**src/verilog/sdc_defs.svh**
```systemverilog
// constants of the stepper driver serial control block
`ifndef SDC_DEFS_SVH
`define SDC_DEFS_SVH
`define SDC_WORD_W 12
`define SDC_BITCNT_FULL 4'hc
`define SDC_CMD_RESET 12'h000
`define SDC_STATUS_ONE 1'b1
`define SDC_OC_HITS 2'h3
`define SDC_OC_WIN_LAST 6'h3e
`define SDC_OL_OSC_LIMIT 4'he
`define SDC_CLK_MHZ 25
`define SDC_LD_SETTLE_NS 8000
`define SDC_LD_SETTLE_CYC ((`SDC_LD_SETTLE_NS * `SDC_CLK_MHZ + 999) / 1000)
`endif

```
**src/verilog/sdc_pkg.sv**
```systemverilog
// types of the stepper driver serial control block
package sdc_pkg;
  typedef struct packed {
    logic mixed_decay_a;
    logic [3:0] coil_a_current;
    logic polarity_a;
    logic mixed_decay_b;
    logic [3:0] coil_b_current;
    logic polarity_b;
  } sdc_cmd_t;
  typedef struct packed {
    logic [2:0] load_level;
    logic always_one;
    logic overtemp_flag;
    logic temp_prewarning_flag;
    logic supply_low_flag;
    logic high_side_overcurrent_flag;
    logic open_load_b_flag;
    logic open_load_a_flag;
    logic low_side_overcurrent_b_flag;
    logic low_side_overcurrent_a_flag;
  } sdc_status_t;
  typedef enum logic [0:0] {
    SDC_IDLE = 1'b0,
    SDC_FRAME = 1'b1
  } sdc_link_state_t;
endpackage : sdc_pkg

```
**src/verilog/sdc_serial_ctrl.sv**
```systemverilog
// serial command/status link and diagnostics of a two-bridge stepper driver
`timescale 1ns/1ps
`include "sdc_defs.svh"
module sdc_serial_ctrl (
  input wire logic clk_i,
  input wire logic rst_n_i,
  input wire logic chip_enable_low_i,
  input wire logic chip_select_low_i,
  input wire logic sck_i,
  input wire logic sdi_i,
  output logic sdo_o,
  output logic sdo_oe_o,
  input wire logic pwm_cycle_i,
  input wire logic osc_cycle_i,
  input wire logic oc_low_a_i,
  input wire logic oc_low_b_i,
  input wire logic oc_high_i,
  input wire logic [1:0] trip_i,
  input wire logic overtemp_i,
  input wire logic prewarn_i,
  input wire logic supply_low_i,
  input wire logic [2:0] load_level_i,
  output sdc_pkg::sdc_cmd_t cmd_o,
  output logic [1:0] chopper_on_o,
  output logic standby_o
);
  import sdc_pkg::*;

  // a zero current code means coil off and open load detection suppressed
  function automatic logic coil_off(input logic [3:0] code);
    coil_off = (code == 4'h0);
  endfunction : coil_off

  logic disabled;
  logic sck_q_r, cs_q_r;
  logic sck_rise, sck_fall, cs_rise, cs_fall;
  sdc_link_state_t state_r, state_nxt;
  logic [`SDC_WORD_W-1:0] shift_r, shift_nxt;
  logic [3:0] bitcnt_r, bitcnt_nxt;
  logic sdo_r, sdo_nxt, sdo_oe_r, sdo_oe_nxt;
  sdc_cmd_t cmd_r, cmd_nxt;
  logic [1:0] chop_r, chop_nxt;
  logic standby_r, standby_nxt;
  logic cmd_take, oc_clear, pol_flip;
  sdc_status_t status_w;
  logic [5:0] win_r, win_nxt;
  logic win_end;
  logic [2:0] oc_ev, oc_flag;
  logic [1:0] ol_flag, zero_w;
  logic ld_busy_r, ld_busy_nxt, ld_seen_r, ld_seen_nxt;
  logic [7:0] ld_cnt_r, ld_cnt_nxt;
  logic [2:0] ld_hold_r, ld_hold_nxt;

  // inputs are synchronous, so one stage of history gives the edges
  assign disabled = chip_enable_low_i;
  assign sck_rise = sck_i & ~sck_q_r;
  assign sck_fall = ~sck_i & sck_q_r;
  assign cs_rise = chip_select_low_i & ~cs_q_r;
  assign cs_fall = ~chip_select_low_i & cs_q_r;
  assign zero_w = {coil_off(cmd_r.coil_b_current),
                   coil_off(cmd_r.coil_a_current)};

  // command accepted only with a full word behind it
  assign cmd_take = ~disabled & (state_r == SDC_FRAME) & cs_rise &
                    (bitcnt_r == `SDC_BITCNT_FULL);
  assign oc_clear = cmd_take & coil_off(shift_r[4:1]) &
                    coil_off(shift_r[10:7]);
  assign pol_flip = cmd_take & ((shift_r[6] != cmd_r.polarity_a) |
                                (shift_r[0] != cmd_r.polarity_b));

  // status word assembly, constant one in the middle
  always_comb begin
    status_w.load_level = ld_busy_r ? ld_hold_r : load_level_i;
    status_w.always_one = `SDC_STATUS_ONE;
    status_w.overtemp_flag = overtemp_i;
    status_w.temp_prewarning_flag = prewarn_i;
    status_w.supply_low_flag = supply_low_i;
    status_w.high_side_overcurrent_flag = oc_flag[2];
    status_w.open_load_b_flag = ol_flag[1];
    status_w.open_load_a_flag = ol_flag[0];
    status_w.low_side_overcurrent_b_flag = oc_flag[1];
    status_w.low_side_overcurrent_a_flag = oc_flag[0];
  end

  // link next state: shift register, bit count, output bit, command
  always_comb begin
    state_nxt = state_r;
    shift_nxt = shift_r;
    bitcnt_nxt = bitcnt_r;
    sdo_nxt = sdo_r;
    cmd_nxt = cmd_r;
    chop_nxt = chop_r;
    standby_nxt = standby_r;
    sdo_oe_nxt = ~chip_select_low_i & ~disabled;
    if (disabled) begin
      state_nxt = SDC_IDLE;
      shift_nxt = '0;
      bitcnt_nxt = 4'h0;
      sdo_nxt = 1'b0;
      cmd_nxt = `SDC_CMD_RESET;
      chop_nxt = 2'h0;
      standby_nxt = 1'b1;
    end else begin
      unique case (state_r)
        SDC_IDLE: begin
          if (cs_fall) begin
            shift_nxt = status_w;
            sdo_nxt = status_w[`SDC_WORD_W-1];
            bitcnt_nxt = 4'h0;
            state_nxt = SDC_FRAME;
          end
        end
        SDC_FRAME: begin
          if (cs_rise) begin
            state_nxt = SDC_IDLE;
            if (cmd_take) begin
              cmd_nxt = shift_r;
              chop_nxt = {~coil_off(shift_r[4:1]),
                          ~coil_off(shift_r[10:7])};
              standby_nxt = oc_clear;
            end
          end else if (sck_rise) begin
            shift_nxt = {shift_r[`SDC_WORD_W-2:0], sdi_i};
            if (bitcnt_r != `SDC_BITCNT_FULL) begin
              bitcnt_nxt = bitcnt_r + 4'h1;
            end
          end else if (sck_fall) begin
            sdo_nxt = shift_r[`SDC_WORD_W-1];
          end
        end
      endcase
    end
  end

  // link registers
  always_ff @(posedge clk_i or negedge rst_n_i) begin
    if (!rst_n_i) begin
      sck_q_r <= 1'b0;
      cs_q_r <= 1'b1;
      state_r <= SDC_IDLE;
      shift_r <= '0;
      bitcnt_r <= 4'h0;
      sdo_r <= 1'b0;
      sdo_oe_r <= 1'b0;
      cmd_r <= `SDC_CMD_RESET;
      chop_r <= 2'h0;
      standby_r <= 1'b1;
    end else begin
      sck_q_r <= sck_i;
      cs_q_r <= chip_select_low_i;
      state_r <= state_nxt;
      shift_r <= shift_nxt;
      bitcnt_r <= bitcnt_nxt;
      sdo_r <= sdo_nxt;
      sdo_oe_r <= sdo_oe_nxt;
      cmd_r <= cmd_nxt;
      chop_r <= chop_nxt;
      standby_r <= standby_nxt;
    end
  end

  assign sdo_o = sdo_r;
  assign sdo_oe_o = sdo_oe_r;
  assign cmd_o = cmd_r;
  assign chopper_on_o = chop_r;
  assign standby_o = standby_r;

  // shared 63 pwm-cycle window for all overcurrent counters
  assign win_end = pwm_cycle_i & (win_r == `SDC_OC_WIN_LAST);
  always_comb begin
    win_nxt = win_r;
    if (disabled) begin
      win_nxt = 6'h00;
    end else if (pwm_cycle_i) begin
      win_nxt = win_end ? 6'h00 : win_r + 6'h01;
    end
  end
  always_ff @(posedge clk_i or negedge rst_n_i) begin
    if (!rst_n_i) begin
      win_r <= 6'h00;
    end else begin
      win_r <= win_nxt;
    end
  end

  // overcurrent sources, sampled once per pwm cycle
  assign oc_ev = {oc_high_i, oc_low_b_i, oc_low_a_i};
  for (genvar g = 0; g < 3; g++) begin : g_oc
    logic [1:0] cnt_r, cnt_nxt;
    logic flag_r, flag_nxt, hit;
    assign hit = pwm_cycle_i & oc_ev[g];
    // the third hit in a window landing with a clearing command still sets the flag
    always_comb begin
      cnt_nxt = cnt_r;
      flag_nxt = flag_r & ~oc_clear;
      if (disabled) begin
        cnt_nxt = 2'h0;
        flag_nxt = 1'b0;
      end else begin
        if (hit && cnt_r == `SDC_OC_HITS - 2'h1) begin
          flag_nxt = 1'b1;
        end
        if (win_end) begin
          cnt_nxt = 2'h0;
        end else if (hit && cnt_r != `SDC_OC_HITS) begin
          cnt_nxt = cnt_r + 2'h1;
        end
      end
    end
    always_ff @(posedge clk_i or negedge rst_n_i) begin
      if (!rst_n_i) begin
        cnt_r <= 2'h0;
        flag_r <= 1'b0;
      end else begin
        cnt_r <= cnt_nxt;
        flag_r <= flag_nxt;
      end
    end
    assign oc_flag[g] = flag_r;
  end

  // open load watch per bridge, restarted every chopper period
  for (genvar b = 0; b < 2; b++) begin : g_ol
    logic [3:0] osc_r, osc_nxt;
    logic reach_r, reach_nxt, miss_r, miss_nxt;
    always_comb begin
      osc_nxt = osc_r;
      reach_nxt = reach_r | trip_i[b];
      miss_nxt = miss_r;
      if (disabled || zero_w[b]) begin
        osc_nxt = 4'h0;
        reach_nxt = 1'b0;
        miss_nxt = 1'b0;
      end else if (pwm_cycle_i) begin
        osc_nxt = 4'h0;
        reach_nxt = 1'b0;
      end else if (trip_i[b]) begin
        miss_nxt = 1'b0;
      end else if (osc_cycle_i && !reach_r) begin
        if (osc_r == `SDC_OL_OSC_LIMIT - 4'h1) begin
          miss_nxt = 1'b1;
        end
        if (osc_r != `SDC_OL_OSC_LIMIT) begin
          osc_nxt = osc_r + 4'h1;
        end
      end
    end
    always_ff @(posedge clk_i or negedge rst_n_i) begin
      if (!rst_n_i) begin
        osc_r <= 4'h0;
        reach_r <= 1'b0;
        miss_r <= 1'b0;
      end else begin
        osc_r <= osc_nxt;
        reach_r <= reach_nxt;
        miss_r <= miss_nxt;
      end
    end
    // faults force the flag, a coil switched off forces it low
    assign ol_flag[b] = ~zero_w[b] & (miss_r | (|oc_flag) | supply_low_i |
                        overtemp_i);
  end

  // load value frozen after a polarity change until the next chopper period starts, plus the settle time
  always_comb begin
    ld_busy_nxt = ld_busy_r;
    ld_seen_nxt = ld_seen_r;
    ld_cnt_nxt = ld_cnt_r;
    ld_hold_nxt = ld_hold_r;
    if (disabled) begin
      ld_busy_nxt = 1'b0;
      ld_seen_nxt = 1'b0;
      ld_cnt_nxt = 8'h00;
      ld_hold_nxt = 3'h0;
    end else if (pol_flip) begin
      ld_busy_nxt = 1'b1;
      ld_seen_nxt = 1'b0;
      ld_cnt_nxt = 8'(`SDC_LD_SETTLE_CYC);
      ld_hold_nxt = status_w.load_level;
    end else if (ld_busy_r) begin
      if (!ld_seen_r) begin
        ld_seen_nxt = pwm_cycle_i;
      end else if (ld_cnt_r == 8'h01) begin
        ld_busy_nxt = 1'b0;
      end else begin
        ld_cnt_nxt = ld_cnt_r - 8'h01;
      end
    end
  end
  always_ff @(posedge clk_i or negedge rst_n_i) begin
    if (!rst_n_i) begin
      ld_busy_r <= 1'b0;
      ld_seen_r <= 1'b0;
      ld_cnt_r <= 8'h00;
      ld_hold_r <= 3'h0;
    end else begin
      ld_busy_r <= ld_busy_nxt;
      ld_seen_r <= ld_seen_nxt;
      ld_cnt_r <= ld_cnt_nxt;
      ld_hold_r <= ld_hold_nxt;
    end
  end
endmodule : sdc_serial_ctrl
```
**config.mk**
```make
export PLATFORM = sky130hd
export DESIGN_NAME = sdc_serial_ctrl
export DESIGN_NICKNAME = d
export VERILOG_FILES = /design/src/verilog/sdc_pkg.sv /design/src/verilog/sdc_serial_ctrl.sv
export VERILOG_INCLUDE_DIRS = /design/src /design/src/verilog
export SDC_FILE = /design/constraint.sdc
export NUM_CORES = 1
export LEC_CHECK = 0
export ABC_CLOCK_PERIOD_IN_PS = 1600
export BUFFER_PORTS_ARGS = -buffer_cell sky130_fd_sc_hd__buf_4
export CAP_MARGIN = 20
export CELL_PAD_IN_SITES_DETAIL_PLACEMENT = 1
export CELL_PAD_IN_SITES_GLOBAL_PLACEMENT = 1
export CORE_AREA = 8 8 105 107
export CTS_CLUSTER_DIAMETER = 50
export DETAILED_ROUTE_END_ITERATION = 16
export DIE_AREA = 0 0 113 115
export PLACE_DENSITY = 0.75
export REMOVE_ABC_BUFFERS = 1
export SKIP_CTS_REPAIR_TIMING = 1
export SLEW_MARGIN = 25
export SYNTH_ARGS = -nofsm -noshare
export SYNTH_HDL_FRONTEND = slang
export SYNTH_SLANG_ARGS = --single-unit
```
**constraint.sdc**
```tcl
create_clock -name clk_i -period 1.6 [get_ports clk_i]
set_clock_uncertainty 0.1 [all_clocks]
set_input_delay 0.32 -clock clk_i [delete_from_list [all_inputs] [get_ports clk_i]]
set_output_delay 0.32 -clock clk_i [all_outputs]
set_load 0.05 [all_outputs]
```
### Word level (Yosys, flattened, before mapping)

Cells that the tools add are included.

| storage, ports and cells | value |
|---|---|
| bits of input ports | 19 |
| register bits after elaboration | 76 |

| cells by class | value |
|---|---|
| add/sub/neg operators | 8 |
| reduce and logical (&&, ||, !) cells | 44 |
| bitwise logic cells | 40 |
| multiplexer cells | 92 |
| equality and inequality tests | 27 |

Operators by type and width:

| cell | count |
|---|---|
| 2-to-1 mux 12 bit | 8 |
| 2-to-1 mux 4 bit | 15 |
| 2-to-1 mux 1 bit | 41 |
| 2-to-1 mux 8 bit | 5 |
| nonzero test 3 bit | 13 |
| 2-to-1 mux 2 bit | 13 |
| case mux 12 bit (2 select lines) | 1 |
| AND reduction 3 bit | 7 |
| AND 1 bit | 20 |
| 2-to-1 mux 6 bit | 3 |
| inequality test 3 bit (second input constant) | 6 |
| logical NOT 4 bit | 4 |
| adder 4 x 1 -> 4 bit (second input constant) | 3 |
| == test 4 bit (second input constant) | 3 |
| inequality test 4 bit (second input constant) | 3 |
| inverter 1 bit | 11 |
| nonzero test 2 bit | 5 |
| 2-to-1 mux 3 bit | 3 |
| inequality test 3 x 2 -> 1 bit (second input constant) | 3 |
| bitwise OR 1 bit | 9 |
| == test 8 x 1 -> 1 bit (second input constant) | 1 |
| logical AND 1 bit | 8 |
| case mux 4 bit (2 select lines) | 1 |
| AND reduction 4 bit | 2 |
| 12 further kinds | 23 |

### Logic depth before layout (Yosys ltp)

Gate-level depths: netlist (run 1).

| depth | value |
|---|---|
| word-level depth | 10 |
| mapped depth | 7 |
| gate-level depth less buffers | 6 |

### Worst setup path before layout (run 1)

Ideal clock, no wire load.

| timing path | value |
|---|---|
| kind | register -> register |
| start point | register ld_cnt_r[0] |
| end point | register ld_cnt_r[5] |
| slack | -0.133 ns |
| library setup time | 0.078 ns |
| cell stages (with the launch flop) | 6 |
| arrival time | 1.555 ns |
| required time | 1.422 ns |
| path through | dfrtp_1 ha_1 nor3b_1 a21o_1 or4_1 a21oi_1 |

| between the ends | value |
|---|---|
| longest elaborated chain between the ends | 6 |
| elaborated cells on any way between the ends | 9 |
| those cells by class | add/sub (1); eq/ne (2); mux (5); reduce/logical (1) |

RTL lines:

| what | line | RTL |
|---|---|---|
| from (decl) | sdc_serial_ctrl.sv:51 | `logic [7:0] ld_cnt_r, ld_cnt_nxt;` |
| from (signal assigned) | sdc_serial_ctrl.sv:299 | `ld_cnt_r <= ld_cnt_nxt;` |
| subtractor 8 x 1 -> 8 bit | sdc_serial_ctrl.sv:286 | `ld_cnt_nxt = ld_cnt_r - 8'h01;` |
| 2-to-1 mux 8 bit | sdc_serial_ctrl.sv:283 | `end else if (ld_cnt_r == 8'h01) begin` |
| 2-to-1 mux 8 bit | sdc_serial_ctrl.sv:281 | `if (!ld_seen_r) begin` |
| 2-to-1 mux 8 bit | sdc_serial_ctrl.sv:280 | `end else if (ld_busy_r) begin` |
| 2-to-1 mux 8 bit | sdc_serial_ctrl.sv:275 | `end else if (pol_flip) begin` |
| 2-to-1 mux 8 bit | sdc_serial_ctrl.sv:270 | `if (disabled) begin` |

Several ways; a longest one is shown, not always the timed one. The select of a mux whose other input is x is not followed.
A chain may end at the register's enable or synchronous reset.

### Final worst setup path (run 1)

| timing path | value |
|---|---|
| start point | register ld_cnt_r[1] |
| end point | register ld_cnt_r[5] |

The elaborated chain is that of the path after synthesis.

==> flow_summary.json, run 1 <==
{
  "numClockSinks": 76,
  "dp_hpwl_um": 7960,
  "ant_nets": 0,
  "grt_pass1_vias": 3797,
  "synth_most_common_cell": "dfrtp_1",
  "synth_top_area_share_pct": 48.2,
  "grt_setup_unrepaired": "yes",
  "end_kind": "flip-flop",
  "worst_slack_ns": -0.159,
  "remaining_drc_errors": 0,
  "crit_fanout": 2,
  "io_buffer_count": 35,
  "cts_buffers": 9,
  "worstPathCellList": "buf_6 -> or4_4 -> or4_4 -> a21oi_2",
  "p_per_area_mw_per_mm2": 764,
  "grt_overflow": 0,
  "synth_cells": 390,
  "synth_area_leader_cell": "dfrtp_1",
  "violations": "negative setup slack",
  "synth.top_cells.by_area": "dfrtp_1 (48%), ha_1 (5.9%), nand2_1 (4.6%)",
  "grt_pass1_wl_um": 18600,
  "ios": 36,
  "period_needed_ns": 1.76,
  "final_layout_size_suffix_gt1_share_pct": 41.3,
  "crit_required_ns": 1.78,
  "syn_area_mm2": 0.00384,
  "finalMaxSlewViolations": 0,
  "synth.avg_cell_area_um2": 9.86,
  "slowest_stage": "or4_4",
  "ir_worst_vdd_uv": 440,
  "cp_data_arrival_time_ns": 1.94,
  "clk_latency_ns": 0.36,
  "fmax_ghz": 0.568,
  "synth_commonest_cells": "dfrtp_1 (74), nand2_1 (47), nor2_1 (38)",
  "finalHoldViolations": 0,
  "clk_pin_slew_worst_paths_ns": 0.08,
  "rows": 36,
  "syn_to_final_growth_pct": 43.7,
  "vias_per_cell": 5.64,
  "cpMostUsedCell": "or4_4",
  "yosys_warnings": 0,
  "maxCapViolations": 0,
  "ys.flop_type": "dfrtp_1",
  "initial_core_util_pct": 40.6,
  "cts_tree": "yes",
  "finish.utilization_pct": 58.4,
  "synth-edff-count": 0,
  "root_buffer": "clkbuf_8",
  "ys_ff_latch": 76,
  "relSlewSlack_pct": 69.6,
  "place_congestion": 0.794,
  "setup_tns_ns": -1.53,
  "antenna_found_initial": 0,
  "status": "complete, but fails checks",
  "dpl.cell_count": 588,
  "hold_slack_ns": 0.0262,
  "power.total_mw": 4.22,
  "hold_path.class": "primary input to flip-flop",
  "diodes": 0,
  "async_flop_share_pct": 100,
  "power.leakage_nw": 2.51,
  "ys_types": 58,
  "ys_seq_area_share_pct": 49.5,
  "firstDrtPassIters": 4,
  "die_height_um": 115,
  "post-route-period-util_pct": 110,
  "grt_max_degree": 29,
  "startpoint_type": "flip-flop",
  "slowest_delay_ns": 0.52,
  "htree_num_levels": 3,
  "clockBufferDepth": 2,
  "nNetsFinal": 540,
  "die-area_mm2": 0.0130,
  "setup_violations": 26,
  "crit_type": "flip-flop to flip-flop",
  "drt_iter0_drc": 154,
  "wl_per_cell_um": 20.9,
  "num_vias": 3511,
  "coreArea_mm2": 0.00946,
  "die_x_um": 113,
  "wl_um": 13000,
  "track_usage_pct": 17.9,
  "final_cells": 622,
  "tightest_slew_ns": 0.455
}
path summary, 6_finish.rpt:
kind | startpoint | endpoint | slack [ns] | cells past startpoint
max | ld_cnt_r[1]$_DFFE_PN0P_ | ld_cnt_r[5]$_DFFE_PN0P_ | -0.16 | 4
min | chip_select_low_i | cs_q_r$_DFF_PN1_ | 0.03 | 1
max reg2reg | ld_cnt_r[1]$_DFFE_PN0P_ | ld_cnt_r[5]$_DFFE_PN0P_ | -0.16 | 4
min reg2reg | sdo_o$_DFFE_PN0P_ | sdo_o$_DFFE_PN0P_ | 0.40 | 1
max in group asynchronous | rst_n_i | standby_o$_DFFE_PN1P_ | 0.53 | 3
min in group asynchronous | rst_n_i | bitcnt_r[2]$_DFFE_PN0P_ | 0.32 | 2
final cells by class:
class                   instances  area (µm²)
clock buffers                  12         165
clock inverters                 4        70.1
fillers                      1024        3930
inverters                      20        77.6
multi-input cells             280        2170
flip-flops and latches         76        1910
well taps                     114         143
repair buffers                116         998
routing by layer:
metal / up-vias / track usage [%] / routed length [µm]
li1: 1608 / - / -
met1: 1799 / 20.6 / 5300
met2: 79 / 33.2 / 6850
met3: 25 / 3.57 / 509
met4: 0 / 4.62 / 317
met5: - / 0 / 0
worst max-delay path, delay by kind of cell (launching register included):
family	cells	cell delay, ns
flops	1	0.41
compound gates	1	0.12
buf+inv	1	0.13
simple gates	2	0.94
cell families (layout without fill, tap and decap cells):
group,count (synthesis),in the layout,share of synthesized area [%]
AOI/OAI and AO/OA,92,92,15.6
xor gates and xnor gates,16,16,3.64
adders and majority gates,18,18,5.86
buffers and inverters,34,152,3.68
DFF,76,76,49.5
muxes,9,9,2.34
and+or+nand+nor,145,145,19.4
flip-flops by register name, indices dropped and copies added (netlist names), 2 cells and up:
register,count
bitcnt_r,4
chopper_on_o,2
cmd_o,12
g_oc.cnt_r,6
g_oc.flag_r,3
g_ol.miss_r,2
g_ol.osc_r,8
g_ol.reach_r,2
ld_cnt_r,8
ld_hold_r,3
shift_r,12
win_r,6
layout by cell type (no fill, tap or decap), types with 9 or more instances in the layout:
master / synthesis / final
inv_1: 19 / 14
clkbuf_8: 0 / 12
mux2i_1: 9 / 9
nor2_1: 38 / 34
a21oi_1: 22 / 16
xnor2_1: 9 / 9
ha_1: 18 / 14
o21ai_0: 24 / 16
dfrtp_1: 74 / 73
nand2_1: 47 / 41
buf_4: 2 / 93
buf_6: 0 / 16
stage by stage:
stage | setup slack, ns | area, µm²
final | -0.159 | 5530
after CTS | -0.489 | 4920
after global routing | -0.281 | 5530
after detailed placement | -0.418 | 4680
after floorplan | -0.878 | 3780
after global placement | -0.198 | 4680
power breakdown:
part	total [mW]	internal, mW	switching, mW	leakage (nW)
Clock	1.75	1.00	0.744	0.122
Sequential	2.00	1.96	0.0364	1.04
Combinational	0.478	0.195	0.283	1.34
Total	4.22	3.16	1.06	2.51
Note: power is estimated with default switching activity, not from simulation.
==> run 2: changes to the inputs <==
CORE_AREA = 8 8 110 112   (was 8 8 105 107)
DIE_AREA = 0 0 118 120   (was 0 0 113 115)
PLACE_DENSITY = 0.69   (was 0.75)
==> flow_summary.json, run 2 (synthesized netlist as in run 1, its figures left out) <==
{
  "grt_setup_unrepaired": "yes",
  "vias_per_cell": 5.32,
  "place_area_mm2": 0.00472,
  "clkPwrFrac_pct": 37.5,
  "finalHoldViolations": 0,
  "grt_pass1_vias": 3621,
  "power.leakage_nw": 2.63,
  "numClockSinks": 76,
  "power.total_mw": 4.07,
  "critPathTopFamily": "simple AND/OR/NAND/NOR gates",
  "initial_core_util_pct": 36.6,
  "clk_pin_slew_worst_paths_ns": 0.10,
  "wl_met1_um": 5630,
  "final.fill_count": 1128,
  "top_layer_used": "met4",
  "crit_fanout": 5,
  "hold_path.class": "primary input to flip-flop",
  "switching_share_pct": 27.7,
  "clk_latency_ns": 0.37,
  "antenna_found_initial": 0,
  "coreArea_mm2": 0.0105,
  "wl_um": 12800,
  "cp_data_arrival_time_ns": 1.99,
  "p_int_mw": 2.94,
  "p_per_area_mw_per_mm2": 714,
  "setup_tns_ns": -2.97,
  "period_needed_ns": 1.80,
  "fmax_ghz": 0.556,
  "remaining_drc_errors": 0,
  "root_buffer": "clkbuf_8",
  "crit_required_ns": 1.79,
  "relSlewSlack_pct": 72.0,
  "post-route-period-util_pct": 112,
  "crit_type": "flip-flop to flip-flop",
  "rows": 38,
  "track_usage_pct": 15.9,
  "cts_tree": "yes",
  "dpl.cell_count": 613,
  "finalMaxSlewViolations": 0,
  "worstPathCellList": "inv_1 -> ha_2 -> nand3_4 -> nor3_4 -> buf_6 -> nand2b_4 -> buf_6 -> a31oi_4",
  "nNetsFinal": 550,
  "fin_area_mm2": 0.00569,
  "layout_commonest_cell": "buf_4",
  "slowest_delay_ns": 0.39,
  "wl_per_cell_um": 19.4,
  "clockBufferDepth": 2,
  "diodes": 0,
  "cts_buffers": 9,
  "dp_hpwl_um": 7990,
  "worst_slack_ns": -0.199,
  "layout_common_cells": "buf_4 (102), dfrtp_1 (71), nor2_1 (36), nand2_1 (30), inv_1 (17)",
  "worst-path-buf-inv": 3,
  "drt_iter0_drc": 178,
  "syn_to_final_growth_pct": 48.1,
  "status": "complete, but fails checks",
  "num_vias": 3502,
  "p_seq_share_pct": 49.0,
  "slowest_stage": "dfrtp_1",
  "grt_overflow": 0,
  "setup_violations": 35,
  "end_kind": "flip-flop",
  "ir_worst_vdd_uv": 459,
  "ant_nets": 0,
  "violations": "negative setup slack",
  "maxCapViolations": 0,
  "ios": 36,
  "grt_max_degree": 30,
  "combinationalPowerShare_pct": 13.5,
  "layout.area.seq_mm2": 0.00191,
  "final_layout_size_suffix_gt1_share_pct": 43.6,
  "htree_num_levels": 3,
  "startpoint_type": "flip-flop",
  "multiInputGateArea_mm2": 0.00224,
  "met3_wirelength_um": 351,
  "tightest_slew_ns": 0.419,
  "die_height_um": 120,
  "route.met2.wl_um": 6560,
  "die_x_um": 118,
  "io_buffer_count": 35,
  "grt_pass1_wl_um": 18400,
  "die-area_mm2": 0.0142,
  "firstDrtPassIters": 4,
  "place_congestion": 0.764,
  "final_cells": 658,
  "p_switching_mw": 1.13,
  "cpMostUsedCell": "buf_6"
}
[run 2: cell count changes in the layout (fill, tap and decap cells not counted), moves of 3 or more]
cell	before	now
buf_4	93	102
o21ai_0	16	7
o21ai_2	7	15
nor4_2	4	1
nor4_1	2	5
nand2_4	2	10
inv_1	14	17
nand2_2	4	7
nand2_1	41	30
[run 2: per-layer routing]
layer  track usage [%]  vias to the layer above
met2              27.3                       60
li1                  -                     1631
met1              20.1                     1790
met5                 0                        -
met4              4.16                        0
met3              3.10                       21
[run 2: path summary, 6_finish.rpt]
path	start	cells past startpoint	slack [ns]	to
worst max-delay path	bitcnt_r[0]$_DFFE_PN0P_	8	-0.20	ld_cnt_r[6]$_DFFE_PN0P_
worst min-delay path	trip_i[1]	2	0.06	g_ol[1].miss_r$_DFFE_PN0P_
worst max register to register	bitcnt_r[0]$_DFFE_PN0P_	8	-0.20	ld_cnt_r[6]$_DFFE_PN0P_
worst min register to register	sdo_o$_DFFE_PN0P_	1	0.41	sdo_o$_DFFE_PN0P_
max in group asynchronous	rst_n_i	3	0.54	standby_o$_DFFE_PN1P_
min in group asynchronous	rst_n_i	2	0.29	g_oc[2].cnt_r[1]$_DFFE_PN0P_
[run 2: final cells by class]
cell class                 instances  share of cell area (%)
clock buffer                      14                    3.21
clock inverter                     2                   0.286
tap                              140                    3.08
inverter                          20                    1.32
multi-input combinational        280                    39.3
timing repair buffer             126                    19.3
sequential                        76                    33.5
[run 2: stage by stage]
stage	hold WS [ns]	setup slack [ns]	util [%]
detailed placement	0.150	-0.442	44.9
floorplan	-0.0756	-0.878	-
finish	0.0605	-0.199	54.2
global placement	0.147	-0.308	44.9
CTS	-0.237	-0.482	46.8
global route	0.0463	-0.265	54.2
[run 2: power by group through the flow]
stage | logic (mW) | registers (mW) | clock network [mW]
floorplan | 0.140 | 2.05 | 0
global placement | 0.411 | 2.02 | 0
detailed placement | 0.425 | 2.03 | 0
CTS | 0.428 | 1.99 | 1.52
global route | 0.593 | 2.00 | 1.62
finish | 0.550 | 1.99 | 1.52
